$ cat src/hdl/slw_defs.vh
`ifndef SLW_DEFS_VH
`define SLW_DEFS_VH

// width of the received signal level and of the threshold
`define SLW_LEVEL_W 16
// threshold after reset: 0 never warns until one is written or taught
`define SLW_THRESH_RESET 16'h0000
// polarity codes
`define SLW_POL_ACTIVE_LOW 1'h0
`define SLW_POL_ACTIVE_HIGH 1'h1
// switching function codes per output
`define SLW_FUNC_OFF 1'h0
`define SLW_FUNC_WARN 1'h1
// level that a disabled output sits at
`define SLW_OUT_IDLE 1'h0

`endif

$ cat src/hdl/slw_channel.v
`include "slw_defs.vh"
`default_nettype none

// one switching output: working settings, teach capture, compare and drive
module slw_channel #(
  parameter LEVEL_W = `SLW_LEVEL_W
) (
  // clock and reset
  input wire clock,
  input wire rst,
  // measurement side
  input wire meas_valid,
  input wire [LEVEL_W-1:0] level,
  // staged settings, taken on a commit
  input wire commit,
  input wire stage_func,
  input wire stage_pol,
  input wire [LEVEL_W-1:0] stage_thresh,
  // teach request, already a one-cycle pulse
  input wire teach,
  // results
  output reg out_q,
  output reg warn_q,
  output reg [LEVEL_W-1:0] thresh_q,
  output reg func_q,
  output reg pol_q,
  output reg teach_done_q
);

  reg teach_pend_q;
  wire below;

  // single threshold, no hysteresis
  assign below = (level < thresh_q);

  always @(posedge clock) begin
    if (rst) begin
      thresh_q <= `SLW_THRESH_RESET;
      func_q <= `SLW_FUNC_OFF;
      pol_q <= `SLW_POL_ACTIVE_LOW;
      teach_pend_q <= 1'h0;
      teach_done_q <= 1'h0;
      warn_q <= 1'h0;
      out_q <= `SLW_OUT_IDLE;
    end else begin
      teach_done_q <= 1'h0;
      if (commit) begin
        // new settings wait for the next measurement
        func_q <= stage_func;
        pol_q <= stage_pol;
        thresh_q <= stage_thresh;
      end
      if (meas_valid) begin
        if (teach_pend_q && (func_q == `SLW_FUNC_WARN)) begin
          // capture the level of the reference object
          thresh_q <= level;
          teach_pend_q <= 1'h0;
          teach_done_q <= 1'h1;
        end
        // one evaluation per measurement, held in between
        warn_q <= below & (func_q == `SLW_FUNC_WARN);
        if (func_q == `SLW_FUNC_WARN) begin
          out_q <= (pol_q == `SLW_POL_ACTIVE_HIGH) ? below : ~below;
        end else begin
          out_q <= `SLW_OUT_IDLE;
        end
      end
      // a request that meets a capture stays pending, so no teach is lost
      if (teach) begin
        teach_pend_q <= 1'h1;
      end
    end
  end

endmodule // slw_channel

`default_nettype wire

$ cat src/hdl/slw_warning.v
`include "slw_defs.vh"
`default_nettype none

////////////////////////////////////////////////////////////////////////////////
// Summary of operation
// - each of the two switching outputs may select the level warning function
// - output active while received level is below threshold, inactive otherwise
// - per-output polarity chooses active high or active low
// - threshold is written as any unsigned value from 0 to 65535
// - teach captures the current received level as the threshold of an output set to the warning function
// - no hysteresis: one threshold for both transitions
module slw_warning #(
  parameter LEVEL_W = `SLW_LEVEL_W
) (
  // clock and reset
  input wire clock,
  input wire rst,
  // measurement engine, same clock
  input wire meas_valid,
  input wire [LEVEL_W-1:0] received_level,
  // staged configuration, first output
  input wire first_func_sel,
  input wire first_pol_high,
  input wire [LEVEL_W-1:0] first_thresh,
  // staged configuration, second output
  input wire second_func_sel,
  input wire second_pol_high,
  input wire [LEVEL_W-1:0] second_thresh,
  // write-all strobe, same clock, one-cycle pulse
  input wire write_all,
  // teach request pins, asynchronous levels
  input wire first_teach_pin,
  input wire second_teach_pin,
  // switching outputs
  output wire first_switching_output,
  output wire second_switching_output,
  // status
  output wire [1:0] received_level_warning,
  output wire [LEVEL_W-1:0] first_thresh_active,
  output wire [LEVEL_W-1:0] second_thresh_active,
  output wire [1:0] teach_done
);

  // number of switching outputs served by this block
  localparam NUM_OUT = 2;

  ////////////////////////////////////////////////////////////////////////////////
  // staged settings and teach pins, gathered per output

  wire [NUM_OUT-1:0] stage_func;
  wire [NUM_OUT-1:0] stage_pol;
  wire [NUM_OUT*LEVEL_W-1:0] stage_thresh;
  wire [NUM_OUT-1:0] teach_pin;

  assign stage_func[0] = first_func_sel;
  assign stage_func[1] = second_func_sel;
  assign stage_pol[0] = first_pol_high;
  assign stage_pol[1] = second_pol_high;
  assign stage_thresh[LEVEL_W-1:0] = first_thresh;
  assign stage_thresh[2*LEVEL_W-1:LEVEL_W] = second_thresh;
  assign teach_pin[0] = first_teach_pin;
  assign teach_pin[1] = second_teach_pin;

  ////////////////////////////////////////////////////////////////////////////////
  // per-output results, one lane per switching output

  wire [NUM_OUT-1:0] teach_pulse;
  wire [NUM_OUT-1:0] out_w;
  wire [NUM_OUT-1:0] warn_w;
  wire [NUM_OUT-1:0] done_w;
  wire [NUM_OUT*LEVEL_W-1:0] thresh_w;

  ////////////////////////////////////////////////////////////////////////////////
  // one slice per switching output, independent of the other

  genvar g;
  generate
    for (g = 0; g < NUM_OUT; g = g + 1) begin : g_ch
      // two flops cross the pin in; the third holds the previous level for the edge
      reg sync_a_q;
      reg sync_b_q;
      reg sync_prev_q;

      always @(posedge clock) begin
        if (rst) begin
          sync_a_q <= 1'h0;
          sync_b_q <= 1'h0;
          sync_prev_q <= 1'h0;
        end else begin
          sync_a_q <= teach_pin[g];
          sync_b_q <= sync_a_q;
          sync_prev_q <= sync_b_q;
        end
      end

      // reset level equals the idle pin level, so no teach follows reset
      assign teach_pulse[g] = sync_b_q & ~sync_prev_q;

      slw_channel #(
        .LEVEL_W(LEVEL_W)
      ) u_ch (
        .clock(clock),
        .rst(rst),
        .meas_valid(meas_valid),
        .level(received_level),
        .commit(write_all),
        .stage_func(stage_func[g]),
        .stage_pol(stage_pol[g]),
        .stage_thresh(stage_thresh[g*LEVEL_W +: LEVEL_W]),
        .teach(teach_pulse[g]),
        .out_q(out_w[g]),
        .warn_q(warn_w[g]),
        .thresh_q(thresh_w[g*LEVEL_W +: LEVEL_W]),
        .func_q(),
        .pol_q(),
        .teach_done_q(done_w[g])
      );
    end
  endgenerate

  ////////////////////////////////////////////////////////////////////////////////
  // lanes back to the named ports

  assign first_switching_output = out_w[0];
  assign second_switching_output = out_w[1];
  assign received_level_warning = warn_w;
  assign teach_done = done_w;
  assign first_thresh_active = thresh_w[LEVEL_W-1:0];
  assign second_thresh_active = thresh_w[2*LEVEL_W-1:LEVEL_W];

endmodule // slw_warning

`default_nettype wire

$ cat config.mk
export PLATFORM = sky130hd
export DESIGN_NAME = slw_warning
export DESIGN_NICKNAME = d
export VERILOG_FILES = /design/src/hdl/slw_channel.v /design/src/hdl/slw_warning.v
export VERILOG_INCLUDE_DIRS = /design/src /design/src/hdl
export SDC_FILE = /design/constraint.sdc
export NUM_CORES = 1
export LEC_CHECK = 0
export ABC_CLOCK_PERIOD_IN_PS = 4200
export BUFFER_PORTS_ARGS = -buffer_cell sky130_fd_sc_hd__buf_4
export CORE_AREA = 4 4 92 68
export DETAILED_ROUTE_END_ITERATION = 8
export DIE_AREA = 0 0 96 72
export HOLD_SLACK_MARGIN = 0.06
export PLACE_DENSITY = 0.83
export SYNTH_ARGS = -nofsm -noshare
export SYNTH_HDL_FRONTEND = slang
export SYNTH_SLANG_ARGS = --single-unit
$ cat constraint.sdc
create_clock -name clock -period 4.2 [get_ports clock]
set_input_delay 0 -clock clock [delete_from_list [all_inputs] [get_ports clock]]
set_output_delay 0 -clock clock [all_outputs]
set_load 0.005 [all_outputs]
### Word level (Yosys, flattened, before mapping)

Index checks and enable logic that the tools add are counted.

| storage, ports and cells | value |
|---|---|
| register bits after elaboration | 50 |
| bits in latches | 0 |
| memory bits (writable) | 0 |
| ROM bits | 0 |
| output and inout bits | 38 |
| memories | 0 |

| operators by class | value |
|---|---|
| add/subtract/negate cells | 0 |
| multiply operators | 0 |
| div/mod/pow operators | 0 |
| magnitude comparators | 2 |
| equality and inequality tests | 0 |
| shift operators | 0 |
| multiplexer cells | 18 |
| bitwise operators | 9 |
| reduce and logical (&&, ||, !) cells | 9 |

Operators by type and width:

| operator | number |
|---|---|
| 16-bit 2-to-1 mux | 6 |
| 16-bit < comparator | 2 |
| 1-bit 2-to-1 mux | 12 |
| 2-bit nonzero test | 4 |
| 1-bit inverter | 5 |
| 1-bit bitwise AND | 4 |
| 2-bit AND reduction | 2 |
| 1-bit logical AND | 2 |
| 2-bit OR reduction | 1 |

### Logic depth before layout (Yosys ltp)

Gate-level depths: netlist of run 1.

| logic depth | value |
|---|---|
| depth in word-level cells | 4 |
| depth in mapped cells | 8 |

### Hierarchy

From an unflattened synthesis of run 1, not the netlist that was laid out.

| second synthesis, totals | value |
|---|---|
| cell total of the unflattened synthesis | 322 |
| area, all modules | 2852.7 um^2 |

By module, submodules not included:

| module | instances | cells each | area each (um^2) | seq. area each (um^2) |
|---|---|---|---|---|
| slw_channel | 2 | 154 | 1341.3 | 440.4 |
| slw_warning | 1 | 14 | 170.2 | 120.1 |

### Worst setup path before layout of run 1

OpenSTA, ideal clock, no wires.

| timing path | value |
|---|---|
| path type | register -> register |
| start point | register g_ch[1].u_ch.thresh_q[14] |
| end point | register g_ch[1].u_ch.out_q |
| arrival time | 1.624 ns |
| data required time | 4.076 ns |
| setup slack | 2.452 ns |
| cell stages (with the launch flop) | 9 |
| path buffers | 0 |
| clock period less this slack | 1.748 ns |
| path through | dfxtp_1 -> inv_1 -> ha_1 -> nand4_2 -> nor3_2 -> o41ai_1 -> o41a_1 -> mux2i_1 -> nand3_1 |

| on the way | value |
|---|---|
| word-level cells in the longest chain between the ends | 4 |

RTL lines:

| item | RTL line | source |
|---|---|---|
| start: declaration | slw_channel.v:24 | `output reg [LEVEL_W-1:0] thresh_q,` |
| start signal: assignment | slw_channel.v:38 | `` thresh_q <= `SLW_THRESH_RESET; `` |
| start signal: assignment | slw_channel.v:51 | `thresh_q <= stage_thresh;` |
| start signal: assignment | slw_channel.v:56 | `thresh_q <= level;` |
| 16-bit < comparator * | slw_channel.v:34 | `assign below = (level < thresh_q);` |
| 1-bit inverter | slw_channel.v:63 | `` out_q <= (pol_q == `SLW_POL_ACTIVE_HIGH) ? below : ~below; `` |
| 1-bit 2-to-1 mux * | slw_channel.v:63 |  |
| 1-bit 2-to-1 mux * | slw_channel.v:62 | `` if (func_q == `SLW_FUNC_WARN) begin `` |
| end signal: assignment | slw_channel.v:44 | `` out_q <= `SLW_OUT_IDLE; `` |
| end signal: assignment | slw_channel.v:63 |  |
| end signal: assignment | slw_channel.v:65 | `` out_q <= `SLW_OUT_IDLE; `` |
| end: declaration | slw_channel.v:22 | `output reg out_q,` |

Every way passes the cells marked *; elsewhere a longest branch is shown, timed or not.
A chain may end at the register's enable or synchronous reset.

### Worst setup path in the final report of run 1

| timing path | value |
|---|---|
| start point | input port meas_valid |
| end point | register g_ch[0].u_ch.thresh_q[0] |

| on the way | value |
|---|---|
| word-level cells in the longest chain between the ends | 1 |

RTL lines:

| item | RTL line | source |
|---|---|---|
| start: declaration | slw_warning.v:19 | `input wire meas_valid,` |
| 16-bit 2-to-1 mux | slw_channel.v:53 | `if (meas_valid) begin` |
| end signal: assignment | slw_channel.v:38 |  |
| end signal: assignment | slw_channel.v:51 |  |
| end signal: assignment | slw_channel.v:56 |  |
| end: declaration | slw_channel.v:24 |  |

Every way passes these cells.

==> flow_metrics.env, run 1 <==
export IMPL_cts_buffer_depth=2
export IMPL_grt_antenna_before_repair=0
export IMPL_clk_slew_on_worst_s_h_paths_ns=0.09
export IMPL_crit_slowest_cell="sky130_fd_sc_hd__dlygate4sd3_1"
export IMPL_setup_viol=0
export IMPL_tritoncts_num_buffers=5
export IMPL_post_drt_via_cell_ratio=5.317
export IMPL_core_area_mm2=0.005497
export IMPL_cts_num_sinks=50
export IMPL_portBuffers=95
export IMPL_setup_tns_final_ns=0
export IMPL_routed_wire_length_per_instance_um=15.82
export IMPL_fp_dieArea_mm2=0.006912
export IMPL_worst_hold_path_type="in2reg"
export IMPL_dr_pass1_iters=4
export IMPL_die_y_um=72
export IMPL_final_layout_size_suffix_gt1_share_pct=23.52
export IMPL_clock_latency_at_the_later_pin_of_the_worst_skew_pair_ns=0.31
export IMPL_holdBufCountCts=48
export IMPL_final_max_slew_violation_count=0
export IMPL_timing_critical_path_from_type="input port"
export IMPL_syn_inst=322
export IMPL_routed_wirelength_mm=8.385
export IMPL_layout_setup_ws_ns=2.098
export IMPL_period_share_pct=50.04
export IMPL_synth_cell_types=31
export IMPL_path_buf_inv=4
export IMPL_drc=0
export IMPL_netlist_area_leader_share_pct=35.62
export IMPL_mostFrequentLayoutCells="sky130_fd_sc_hd__buf_4 (97), sky130_fd_sc_hd__dfxtp_1 (50), sky130_fd_sc_hd__nor2_1 (49), sky130_fd_sc_hd__dlygate4sd3_1 (48), sky130_fd_sc_hd__mux2i_1 (38)"
export IMPL_critical_path_endpoint_type="register"
export IMPL_critPathMaxStageDelay_ns=0.58
export IMPL_power_leakage_nw=1.954
export IMPL_synthesized_area_mm2=0.002810
export IMPL_status="completed"
export IMPL_pre_cts_worst_setup_slack_ns=2.277
export IMPL_regArea_mm2=0.001001
export IMPL_fin_util_pct=75.69
export IMPL_cpLargestDelayFamily="buffers and inverters"
export IMPL_tightest_slew_ns=0.6417
export IMPL_max_slew_margin_pct=57.22
export IMPL_routed_via_count=2818
export IMPL_cts_tree="built"
export IMPL_worst_endpoint_arrival_ns=2.36
export IMPL_multiInputGateArea_mm2=0.001598
export IMPL_yosys_register_bits=50
export IMPL_via_count_of_the_first_global_routing_pass=3009
export IMPL_chipWidth_um=96
export IMPL_grt_start_max_net_pins=54
export IMPL_fp_row_count=23
export IMPL_final_nets=542
export IMPL_gp_congestion=0.8176
export IMPL_postSynthAreaPerCell_um2=8.727
export IMPL_worstPathCellList="dlygate4sd3_1 -> buf_4 -> nand3_1 -> buf_4 -> nor2_1 -> a211oi_1 -> dlygate4sd3_1"
export IMPL_cts_htree_levels=2
export IMPL_hold_slack_ns=0.06576
export IMPL_critical_path_class="in2reg"
export IMPL_postCtsResizedCells=0
export IMPL_post_synth_top_area_cell="sky130_fd_sc_hd__dfxtp_1"
export IMPL_data_required_time_of_the_worst_path_ns=4.46
export IMPL_grt_overflow=0
export IMPL_place_detailed_hpwl_mm=5.531
export IMPL_pin_count=96
export IMPL_commonest_non_fill_non_tap_cell_in_the_layout="sky130_fd_sc_hd__buf_4"
export IMPL_maxClockFrequency_ghz=0.4758
export IMPL_maxCapViolCount=0
export IMPL_timing_critical_path_fanout_max=21
export IMPL_final_fill_count=405
export IMPL_floorplan_initialDensity_pct=51.13
export IMPL_syn_nets=410
export IMPL_grt_setup_unrepaired="false"
export IMPL_yosys_warnings=0
export IMPL_grt_first_pass_wirelength_mm=13.90
export IMPL_cts_setup_buffers=0
export IMPL_seq_area_frac_synth_pct=35.62
export IMPL_worst_ir_drop_vdd_uv=197.9
export IMPL_root_buffer="sky130_fd_sc_hd__clkbuf_8"
export IMPL_timing_hold_violations_final=0
export IMPL_fin_worst_skew_ns=0.01246
export IMPL_finalPower_w=0.001199
export IMPL_route_antenna_remaining_nets=0
export IMPL_synthToLayoutAreaGrowth_pct=48.04
export IMPL_layout_min_cycle_time_ns=2.102
export IMPL_timing_reg2reg_setup_slack_ns=2.15
export IMPL_detailedRoute_firstIterationViolations=142
export IMPL_area_contributors_post_synth="sky130_fd_sc_hd__dfxtp_1 (36%), sky130_fd_sc_hd__mux2i_1 (14%), sky130_fd_sc_hd__ha_1 (13%)"
export IMPL_areal_power_density_over_the_cells_mw_per_mm2=288.3
export IMPL_diodes=0
export IMPL_grt_total_usage_pct=25.46
## routing by layer
layer | track usage (%) | part of all wire (%) | vias up
met4 | 7.413 | 1.3 | 0
met1 | 30.71 | 41 | 1297
met2 | 44.45 | 48 | 117
met3 | 6.632 | 9.2 | 12
li1 | - | - | 1392
met5 | 0 | 0 | -
## tightest hold or removal path, delay by kind of cell
kind,cells,cell delay (ns)
buffers and inverters,1,0.11
AO/OA/AOI/OAI,1,0.09
multiplexers,1,0.13
## cells by family (layout without fill, tap and decap cells)
family                   Yosys count  count (layout)  share of synthesized area, %
buffers and inverters             51             184                         7.524
flip-flops                        50              50                         35.62
AO/OA/AOI/OAI                     59              59                         14.47
adder cells (fa/ha/maj)           30              30                         13.36
AND/OR/NAND/NOR                   94              94                         15.49
multiplexers                      38              38                         13.54
## layout make-up
cell class | instances | area share (%)
repair buffers | 145 | 29.05
inverters | 31 | 2.797
well taps | 75 | 2.256
clock inverters | 2 | 1.444
flip-flops and latches | 50 | 24.06
clock buffers | 6 | 1.985
multi-input cells | 221 | 38.41
## synth_stat cells
master / instances
sky130_fd_sc_hd__or3_1: 1
sky130_fd_sc_hd__a21oi_1: 10
sky130_fd_sc_hd__ha_1: 30
sky130_fd_sc_hd__a22oi_1: 2
sky130_fd_sc_hd__o41a_1: 1
sky130_fd_sc_hd__buf_4: 4
sky130_fd_sc_hd__mux2i_1: 38
sky130_fd_sc_hd__a31oi_1: 1
sky130_fd_sc_hd__nand4_2: 1
sky130_fd_sc_hd__or4b_1: 1
sky130_fd_sc_hd__inv_1: 31
sky130_fd_sc_hd__o21ai_0: 6
sky130_fd_sc_hd__a21o_1: 1
sky130_fd_sc_hd__nor2_1: 49
sky130_fd_sc_hd__nor2b_1: 9
sky130_fd_sc_hd__buf_1: 1
sky130_fd_sc_hd__nand2b_1: 1
sky130_fd_sc_hd__nor4_1: 1
sky130_fd_sc_hd__or4_1: 1
sky130_fd_sc_hd__buf_2: 4
sky130_fd_sc_hd__nor3_1: 9
sky130_fd_sc_hd__nand3_1: 5
sky130_fd_sc_hd__nor3_2: 1
sky130_fd_sc_hd__clkbuf_1: 11
sky130_fd_sc_hd__o21a_1: 1
sky130_fd_sc_hd__nand4_1: 4
sky130_fd_sc_hd__a21boi_0: 2
sky130_fd_sc_hd__o41ai_1: 1
sky130_fd_sc_hd__nand2_1: 11
sky130_fd_sc_hd__dfxtp_1: 50
sky130_fd_sc_hd__a211oi_1: 34
## path summary, 6_finish.rpt
| kind | from | endpoint | depth (start not counted) |
|---|---|---|---|
| max reg2reg | g_ch[0].u_ch.func_q$_SDFFE_PP0P_ | g_ch[0].u_ch.thresh_q[0]$_SDFF_PP0_ | 5 |
| min | first_thresh[5] | g_ch[0].u_ch.thresh_q[5]$_SDFF_PP0_ | 3 |
| min reg2reg | g_ch[1].sync_a_q$_SDFF_PP0_ | g_ch[1].sync_b_q$_SDFF_PP0_ | 1 |
| max | meas_valid | g_ch[0].u_ch.thresh_q[0]$_SDFF_PP0_ | 7 |
## power by group
group          switching, W  total [W]  internal, W
sequential        0.0000202   0.000520     0.000500
combinational      0.000115   0.000262     0.000148
clock              0.000163   0.000417     0.000254
total              0.000297    0.00120     0.000902
## per-stage QoR
stage               std cells  area [µm²]
global route              530        4160
finish                    530        4160
detailed placement        474        3537
floorplan                 322        2810
CTS                       530        4160
global placement          474        3537
## sequential cells by signal, indices dropped and copies added (netlist names)
register / count
g_ch.sync_a_q: 2
g_ch.sync_b_q: 2
g_ch.sync_prev_q: 2
g_ch.u_ch.func_q: 2
g_ch.u_ch.out_q: 2
g_ch.u_ch.pol_q: 2
g_ch.u_ch.teach_done_q: 2
g_ch.u_ch.teach_pend_q: 2
g_ch.u_ch.thresh_q: 32
g_ch.u_ch.warn_q: 2
Power figures use the tool's default switching activity.
==> run 2: changes to the inputs <==
- ABC_CLOCK_PERIOD_IN_PS: 4200 -> 1700
- CORE_AREA: 4 4 92 68 -> 4 4 100 74
- DIE_AREA: 0 0 96 72 -> 0 0 104 78
- PLACE_DENSITY: 0.83 -> 0.74
- clock period: 4.2 -> 1.7 ns (I/O delays scaled with it)
==> run 2 against run 1 <==
Against the previous run:
- the flow now finishes with violations (setup timing)
- setup slack got worse by 2.2 ns
- count of clock-buffer cells in the layout fell by 1
- register-to-register slack got worse by 2.2 ns
- clock power rose by 110%
- sequential power rose by 150%
- combinational power rose to 3.0 times the previous value
- utilization fell by 6.3 points
- via count rose by 3.2%
- total power rose by 140%
- largest cell class unchanged
- highest routed layer unchanged
==> flow_metrics.env, run 2 (synthesis gave the netlist of run 1 again) <==
export IMPL_reg2reg_from="g_ch[1].u_ch.thresh_q[10]$_SDFF_PP0_"
export IMPL_post_drt_via_cell_ratio=5.232
export IMPL_die_y_um=78
export IMPL_chipWidth_um=104
export IMPL_timing_critical_path_from_type="register"
export IMPL_tritoncts_num_buffers=5
export IMPL_routed_wire_length_per_instance_um=15.86
export IMPL_grt_setup_unrepaired="true"
export IMPL_worst_hold_path_type="in2reg"
export IMPL_grt_overflow=0
export IMPL_via_count_of_the_first_global_routing_pass=2934
export IMPL_switching_share_pct=27.51
export IMPL_final_max_slew_violation_count=0
export IMPL_cts_tree="built"
export IMPL_power_leakage_nw=2.079
export IMPL_pin_count=96
export IMPL_max_slew_margin_pct=59.08
export IMPL_portBuffers=95
export IMPL_holdCritStartpoint="second_thresh[5]"
export IMPL_timing_critical_path_fanout_max=2
export IMPL_grt_start_max_net_pins=39
export IMPL_critPathLaunch="g_ch[1].u_ch.thresh_q[10]$_SDFF_PP0_"
export IMPL_commonest_non_fill_non_tap_cell_in_the_layout="sky130_fd_sc_hd__buf_4"
export IMPL_root_buffer="sky130_fd_sc_hd__clkbuf_8"
export IMPL_layout_min_cycle_time_ns=1.776
export IMPL_largest_register_ffs=32
export IMPL_busiest_layer="met2"
export IMPL_synthToLayoutAreaGrowth_pct=60.60
export IMPL_mostFrequentLayoutCells="sky130_fd_sc_hd__buf_4 (120), sky130_fd_sc_hd__nor2_1 (48), sky130_fd_sc_hd__dlygate4sd3_1 (44), sky130_fd_sc_hd__mux2i_1 (38), sky130_fd_sc_hd__dfxtp_1 (35)"
export IMPL_drc=0
export IMPL_timing_hold_violations_final=0
export IMPL_floorplan_initialDensity_pct=43.19
export IMPL_routed_wirelength_mm=8.818
export IMPL_clock_latency_at_the_later_pin_of_the_worst_skew_pair_ns=0.31
export IMPL_crit_slowest_cell="sky130_fd_sc_hd__dfxtp_2"
export IMPL_tightest_slew_ns=0.6137
export IMPL_maxCapViolCount=0
export IMPL_fin_util_pct=69.37
export IMPL_fp_dieArea_mm2=0.008112
export IMPL_routed_via_count=2909
export IMPL_setup_viol=3
export IMPL_timing_reg2reg_setup_slack_ns=-0.08
export IMPL_fp_row_count=25
export IMPL_critical_path_class="reg2reg"
export IMPL_clk_slew_on_worst_s_h_paths_ns=0.10
export IMPL_placed_cell_area_mm2=0.003717
export IMPL_cts_num_sinks=50
export IMPL_final_layout_size_suffix_gt1_share_pct=36.63
export IMPL_p_comb_share_pct=26.7
export IMPL_worst_ir_drop_vdd_uv=345.8
export IMPL_finish_instance_area_mm2=0.004513
export IMPL_route_antenna_remaining_nets=0
export IMPL_layout_setup_ws_ns=-0.07617
export IMPL_period_share_pct=104.5
export IMPL_grt_total_usage_pct=21.04
export IMPL_power_frac_clock_pct=29.3
export IMPL_dr_pass1_iters=4
export IMPL_detailedRoute_firstIterationViolations=124
export IMPL_critPathMaxStageDelay_ns=0.35
export IMPL_areal_power_density_over_the_cells_mw_per_mm2=647.5
export IMPL_worstPathCellList="inv_1 -> ha_1 -> nand2_2 -> nor3_4 -> o41ai_2 -> o41a_1 -> mux2i_1 -> nand3_1"
export IMPL_status="finished with violations"
export IMPL_fin_worst_skew_ns=0.005473
export IMPL_grt_first_pass_wirelength_mm=14.08
export IMPL_groute_layer_met2_usage_pct=35.60
export IMPL_globalRouteMet3Util_pct=4.738
export IMPL_place_detailed_hpwl_mm=5.686
export IMPL_cts_buffer_depth=2
export IMPL_grt_use_met1_pct=26.63
export IMPL_worst_endpoint_arrival_ns=1.98
export IMPL_total_switching_power_w=0.0008039
export IMPL_share_seq_of_total_power_pct=44.0
export IMPL_power_report_internal_total_w=0.002118
export IMPL_data_required_time_of_the_worst_path_ns=1.90
export IMPL_critical_path_endpoint_type="register"
export IMPL_diodes=0
export IMPL_final_nets=562
export IMPL_top_register="g_ch.u_ch.thresh_q"
export IMPL_cts_htree_levels=2
export IMPL_maxClockFrequency_ghz=0.5630
export IMPL_core_area_mm2=0.006506
export IMPL_setup_tns_final_ns=-0.1781
export IMPL_grt_antenna_before_repair=0
export IMPL_failed_checks="setup timing"
export IMPL_gp_congestion=0.8180
run 2: changes by cell type in the layout (fill, tap and decap cells not counted), sizes merged:
cell and change:
bufinv -1, buf +24, clkinv +2, clkbuf -1
dlygate4sd3 -4
run 2: final cells by class:
type / instances / area, µm²
flip-flops and latches: 50 / 1020
multi-input cells: 221 / 1805
clock buffers: 5 / 68.82
inverters: 31 / 116.4
fillers: 477 / 1993
repair buffers: 165 / 1361
well taps: 81 / 101.3
clock inverters: 3 / 40.04
run 2: timing repair:
action / CTS / global route
pin swaps: 2 / 6
gates resized for setup: 22 / 30
hold buffers: 43 / 1
endpoints found under the hold margin: 40 / 1
setup buffers: 0 / 2
setup endpoints to repair: 3 / 13
run 2: stage by stage:
step                      hold WS, ns  power (W)  setup slack (ns)  instances
final                         0.06853   0.002922          -0.07617        556
after global routing          0.08304   0.003064           -0.2160        556
after CTS                     0.06047   0.002861          -0.03370        553
after detailed placement       0.2177   0.001900           -0.1175        502
after global placement         0.2195   0.001884          0.001545        502
after floorplan                0.1282   0.001583           0.02123        322
run 2: worst paths after layout:
check | to | cells after the start
max | g_ch[1].u_ch.out_q$_SDFFE_PP0P_ | 8
min | g_ch[1].u_ch.thresh_q[5]$_SDFF_PP0_ | 3
max reg2reg | g_ch[1].u_ch.out_q$_SDFFE_PP0P_ | 8
min reg2reg | g_ch[1].sync_b_q$_SDFF_PP0_ | 1
run 2: critical path: cells and delay by family, from the launching register on:
family	cells	cell delay, ns
compound gates	2	0.45
fa+ha+maj	1	0.31
buf+inv	1	0.05
flops	1	0.35
mux	1	0.16
simple gates	3	0.37
run 2: power by group through the flow:
stage | clock [W] | combinational [W] | sequential [W]
CTS | 0.000858 | 0.000724 | 0.00128
finish | 0.000857 | 0.000781 | 0.00128
global placement | 0 | 0.000582 | 0.00130
global route | 0.000911 | 0.000862 | 0.00129
detailed placement | 0 | 0.000597 | 0.00130
floorplan | 0 | 0.000279 | 0.00130
run 2: routing by layer:
| metal | vias to the layer above | wire [µm] |
|---|---|---|
| li1 | 1439 | - |
| met1 | 1344 | 3929 |
| met4 | 0 | 188 |
| met3 | 22 | 467 |
| met5 | - | 0 |
| met2 | 104 | 4234 |
==> run 3: changes to the inputs <==
- ABC_CLOCK_PERIOD_IN_PS: 1700 -> unset
- HOLD_SLACK_MARGIN: 0.06 -> 0.12
- clock period: 1.7 -> 1.6 ns (I/O delays scaled with it)
==> run 3 against run 2 <==
Against the previous run:
- the flow still finishes with violations (setup timing)
- setup slack worse by 0.12 ns
- design area up 5.8%
- clock power up 27%
- combinational power up 11%
- worst hold slack better by 0.068 ns
- sequential power up 6%
- critical path depth unchanged
- via count up 1.3%
- clock skew about the same
- utilization up 4.0 points
- global-route usage up 0.66 points
- critical path type unchanged
==> flow_metrics.env, run 3 (synthesis gave the netlist of run 1 again) <==
export IMPL_post_drt_via_cell_ratio=5.053
export IMPL_routed_wirelength_mm=8.994
export IMPL_detailedRoute_firstIterationViolations=180
export IMPL_clock_latency_at_the_later_pin_of_the_worst_skew_pair_ns=0.30
export IMPL_top_register="g_ch.u_ch.thresh_q"
export IMPL_critical_path_class="reg2reg"
export IMPL_tritoncts_num_buffers=5
export IMPL_total_switching_power_w=0.0008325
export IMPL_grt_overflow=0
export IMPL_die_y_um=78
export IMPL_mostFrequentLayoutCells="sky130_fd_sc_hd__buf_4 (133), sky130_fd_sc_hd__dlygate4sd3_1 (52), sky130_fd_sc_hd__nor2_1 (48), sky130_fd_sc_hd__dfxtp_1 (39), sky130_fd_sc_hd__mux2i_1 (38)"
export IMPL_layout_min_cycle_time_ns=1.794
export IMPL_cts_tree="built"
export IMPL_grt_first_pass_wirelength_mm=14.55
export IMPL_fp_row_count=25
export IMPL_place_detailed_hpwl_mm=5.891
export IMPL_timing_critical_path_from_type="register"
export IMPL_worstPathCellList="inv_1 -> ha_1 -> nand4_1 -> nor2_4 -> o21a_1 -> a31oi_4 -> mux2i_1 -> nand3_1"
export IMPL_routed_wire_length_per_instance_um=15.43
export IMPL_worst_endpoint_arrival_ns=1.97
export IMPL_route_antenna_remaining_nets=0
export IMPL_via_count_of_the_first_global_routing_pass=3065
export IMPL_worst_ir_drop_vdd_uv=563.4
export IMPL_final_max_slew_violation_count=0
export IMPL_grt_start_max_net_pins=29
export IMPL_chipWidth_um=104
export IMPL_clk_slew_on_worst_s_h_paths_ns=0.09
export IMPL_timing_hold_violations_final=0
export IMPL_maxClockFrequency_ghz=0.5574
export IMPL_synthToLayoutAreaGrowth_pct=69.90
export IMPL_drc=0
export IMPL_cts_htree_levels=2
export IMPL_power_report_internal_total_w=0.002484
export IMPL_crit_slowest_cell="sky130_fd_sc_hd__dfxtp_1"
export IMPL_timing_critical_path_fanout_max=3
export IMPL_critPathMaxStageDelay_ns=0.33
export IMPL_power_frac_clock_pct=33.0
export IMPL_p_comb_share_pct=26.1
export IMPL_final_fill_count=464
export IMPL_grt_total_usage_pct=21.70
export IMPL_pre_cts_worst_setup_slack_ns=-0.1424
export IMPL_largest_register_ffs=32
export IMPL_layout_setup_ws_ns=-0.1939
export IMPL_diodes=0
export IMPL_data_required_time_of_the_worst_path_ns=1.78
export IMPL_setup_viol=4
export IMPL_routed_via_count=2946
export IMPL_maxCapViolCount=0
export IMPL_final_layout_size_suffix_gt1_share_pct=37.05
export IMPL_worst_hold_path_type="in2reg"
export IMPL_final_nets=589
export IMPL_max_slew_margin_pct=74.73
export IMPL_period_share_pct=112.1
export IMPL_switching_share_pct=25.10
export IMPL_fp_dieArea_mm2=0.008112
export IMPL_gp_congestion=0.8056
export IMPL_commonest_non_fill_non_tap_cell_in_the_layout="sky130_fd_sc_hd__buf_4"
export IMPL_grt_setup_unrepaired="true"
export IMPL_failed_checks="setup timing"
export IMPL_power_leakage_nw=2.234
export IMPL_pin_count=96
export IMPL_floorplan_initialDensity_pct=43.19
export IMPL_portBuffers=95
export IMPL_status="finished with violations"
export IMPL_tightest_slew_ns=0.3791
export IMPL_areal_power_density_over_the_cells_mw_per_mm2=694.6
export IMPL_fin_worst_skew_ns=0.005677
export IMPL_core_area_mm2=0.006506
export IMPL_root_buffer="sky130_fd_sc_hd__clkbuf_8"
export IMPL_grt_antenna_before_repair=0
export IMPL_cts_num_sinks=50
export IMPL_critical_path_endpoint_type="register"
export IMPL_cts_buffer_depth=2
export IMPL_share_seq_of_total_power_pct=41.0
export IMPL_setup_tns_final_ns=-0.5284
export IMPL_dr_pass1_iters=4
run 3: cell types whose count changed in the layout (fill, tap and decap cells not counted), sizes merged:
cell	change
clkbuf	+1
clkinv	-2
buf	+18
bufinv	+1
dlymetal6s4s	+1
dlygate4sd3	+8
run 3: area by class of cell:
class / instances / area [µm²] / area share [%]
inverters: 31 / 116.4 / 2.437
clock buffers: 6 / 82.58 / 1.730
well taps: 81 / 101.3 / 2.123
repair buffers: 192 / 1605 / 33.62
multi-input cells: 221 / 1794 / 37.58
flip-flops and latches: 50 / 1015 / 21.25
clock inverters: 2 / 60.06 / 1.258
run 3: worst paths after layout:
path | from | endpoint | slack [ns] | cells past startpoint
setup / recovery | g_ch[0].u_ch.thresh_q[15]$_SDFF_PP0_ | g_ch[0].u_ch.out_q$_SDFFE_PP0P_ | -0.19 | 8
setup reg to reg | g_ch[0].u_ch.thresh_q[15]$_SDFF_PP0_ | g_ch[0].u_ch.out_q$_SDFFE_PP0P_ | -0.19 | 8
hold / removal | second_thresh[5] | g_ch[1].u_ch.thresh_q[5]$_SDFF_PP0_ | 0.14 | 3
hold reg to reg | g_ch[0].sync_a_q$_SDFF_PP0_ | g_ch[0].sync_b_q$_SDFF_PP0_ | 0.45 | 1
run 3: metrics by stage:
| stage | area (µm²) | util [%] | power [W] | hold WS (ns) | instances |
|---|---|---|---|---|---|
| floorplan | 2884 | - | 0.001704 | 0.1282 | 322 |
| detailed placement | 3909 | 60.08 | 0.002080 | 0.2204 | 517 |
| CTS | 4663 | 71.67 | 0.003302 | 0.1216 | 579 |
| global placement | 3909 | 60.08 | 0.002058 | 0.2123 | 517 |
| global route | 4775 | 73.38 | 0.003471 | 0.1410 | 583 |
| finish | 4775 | 73.38 | 0.003317 | 0.1361 | 583 |
run 3: timing repair:
item / 4_1_cts / 5_1_grt
hold buffers: 53 / 0
pin swaps: 3 / 4
resized for setup: 16 / 18
setup buffers: 1 / 3
gates cloned: 0 / 1
endpoints found under the hold margin: 40 / 0
endpoints found under the setup margin: 4 / 14
run 3: power groups by stage:
stage / clock network, W / logic (W) / registers [W]
floorplan: 0 / 0.000316 / 0.00139
CTS: 0.00111 / 0.000834 / 0.00136
finish: 0.00109 / 0.000864 / 0.00136
detailed placement: 0 / 0.000697 / 0.00138
global route: 0.00116 / 0.000949 / 0.00137
global placement: 0 / 0.000677 / 0.00138
run 3: metal layers:
layer  wire length [µm]  track usage, %  up-vias
li1                   -               -     1489
met1               4028           28.00     1351
met2               4309           37.48       94
met3                562           5.237       12
met4                 93           3.718        0
met5                  0               0        -
run 3: critical path: cells and delay by family, from the launching register on:
family                     cells  cell delay [ns]
and+or+nand+nor                3             0.56
DFF                            1             0.33
muxes                          1             0.16
AOI/OAI and AO/OA              2             0.27
buffers and inverters          1             0.05
adders and majority gates      1             0.31
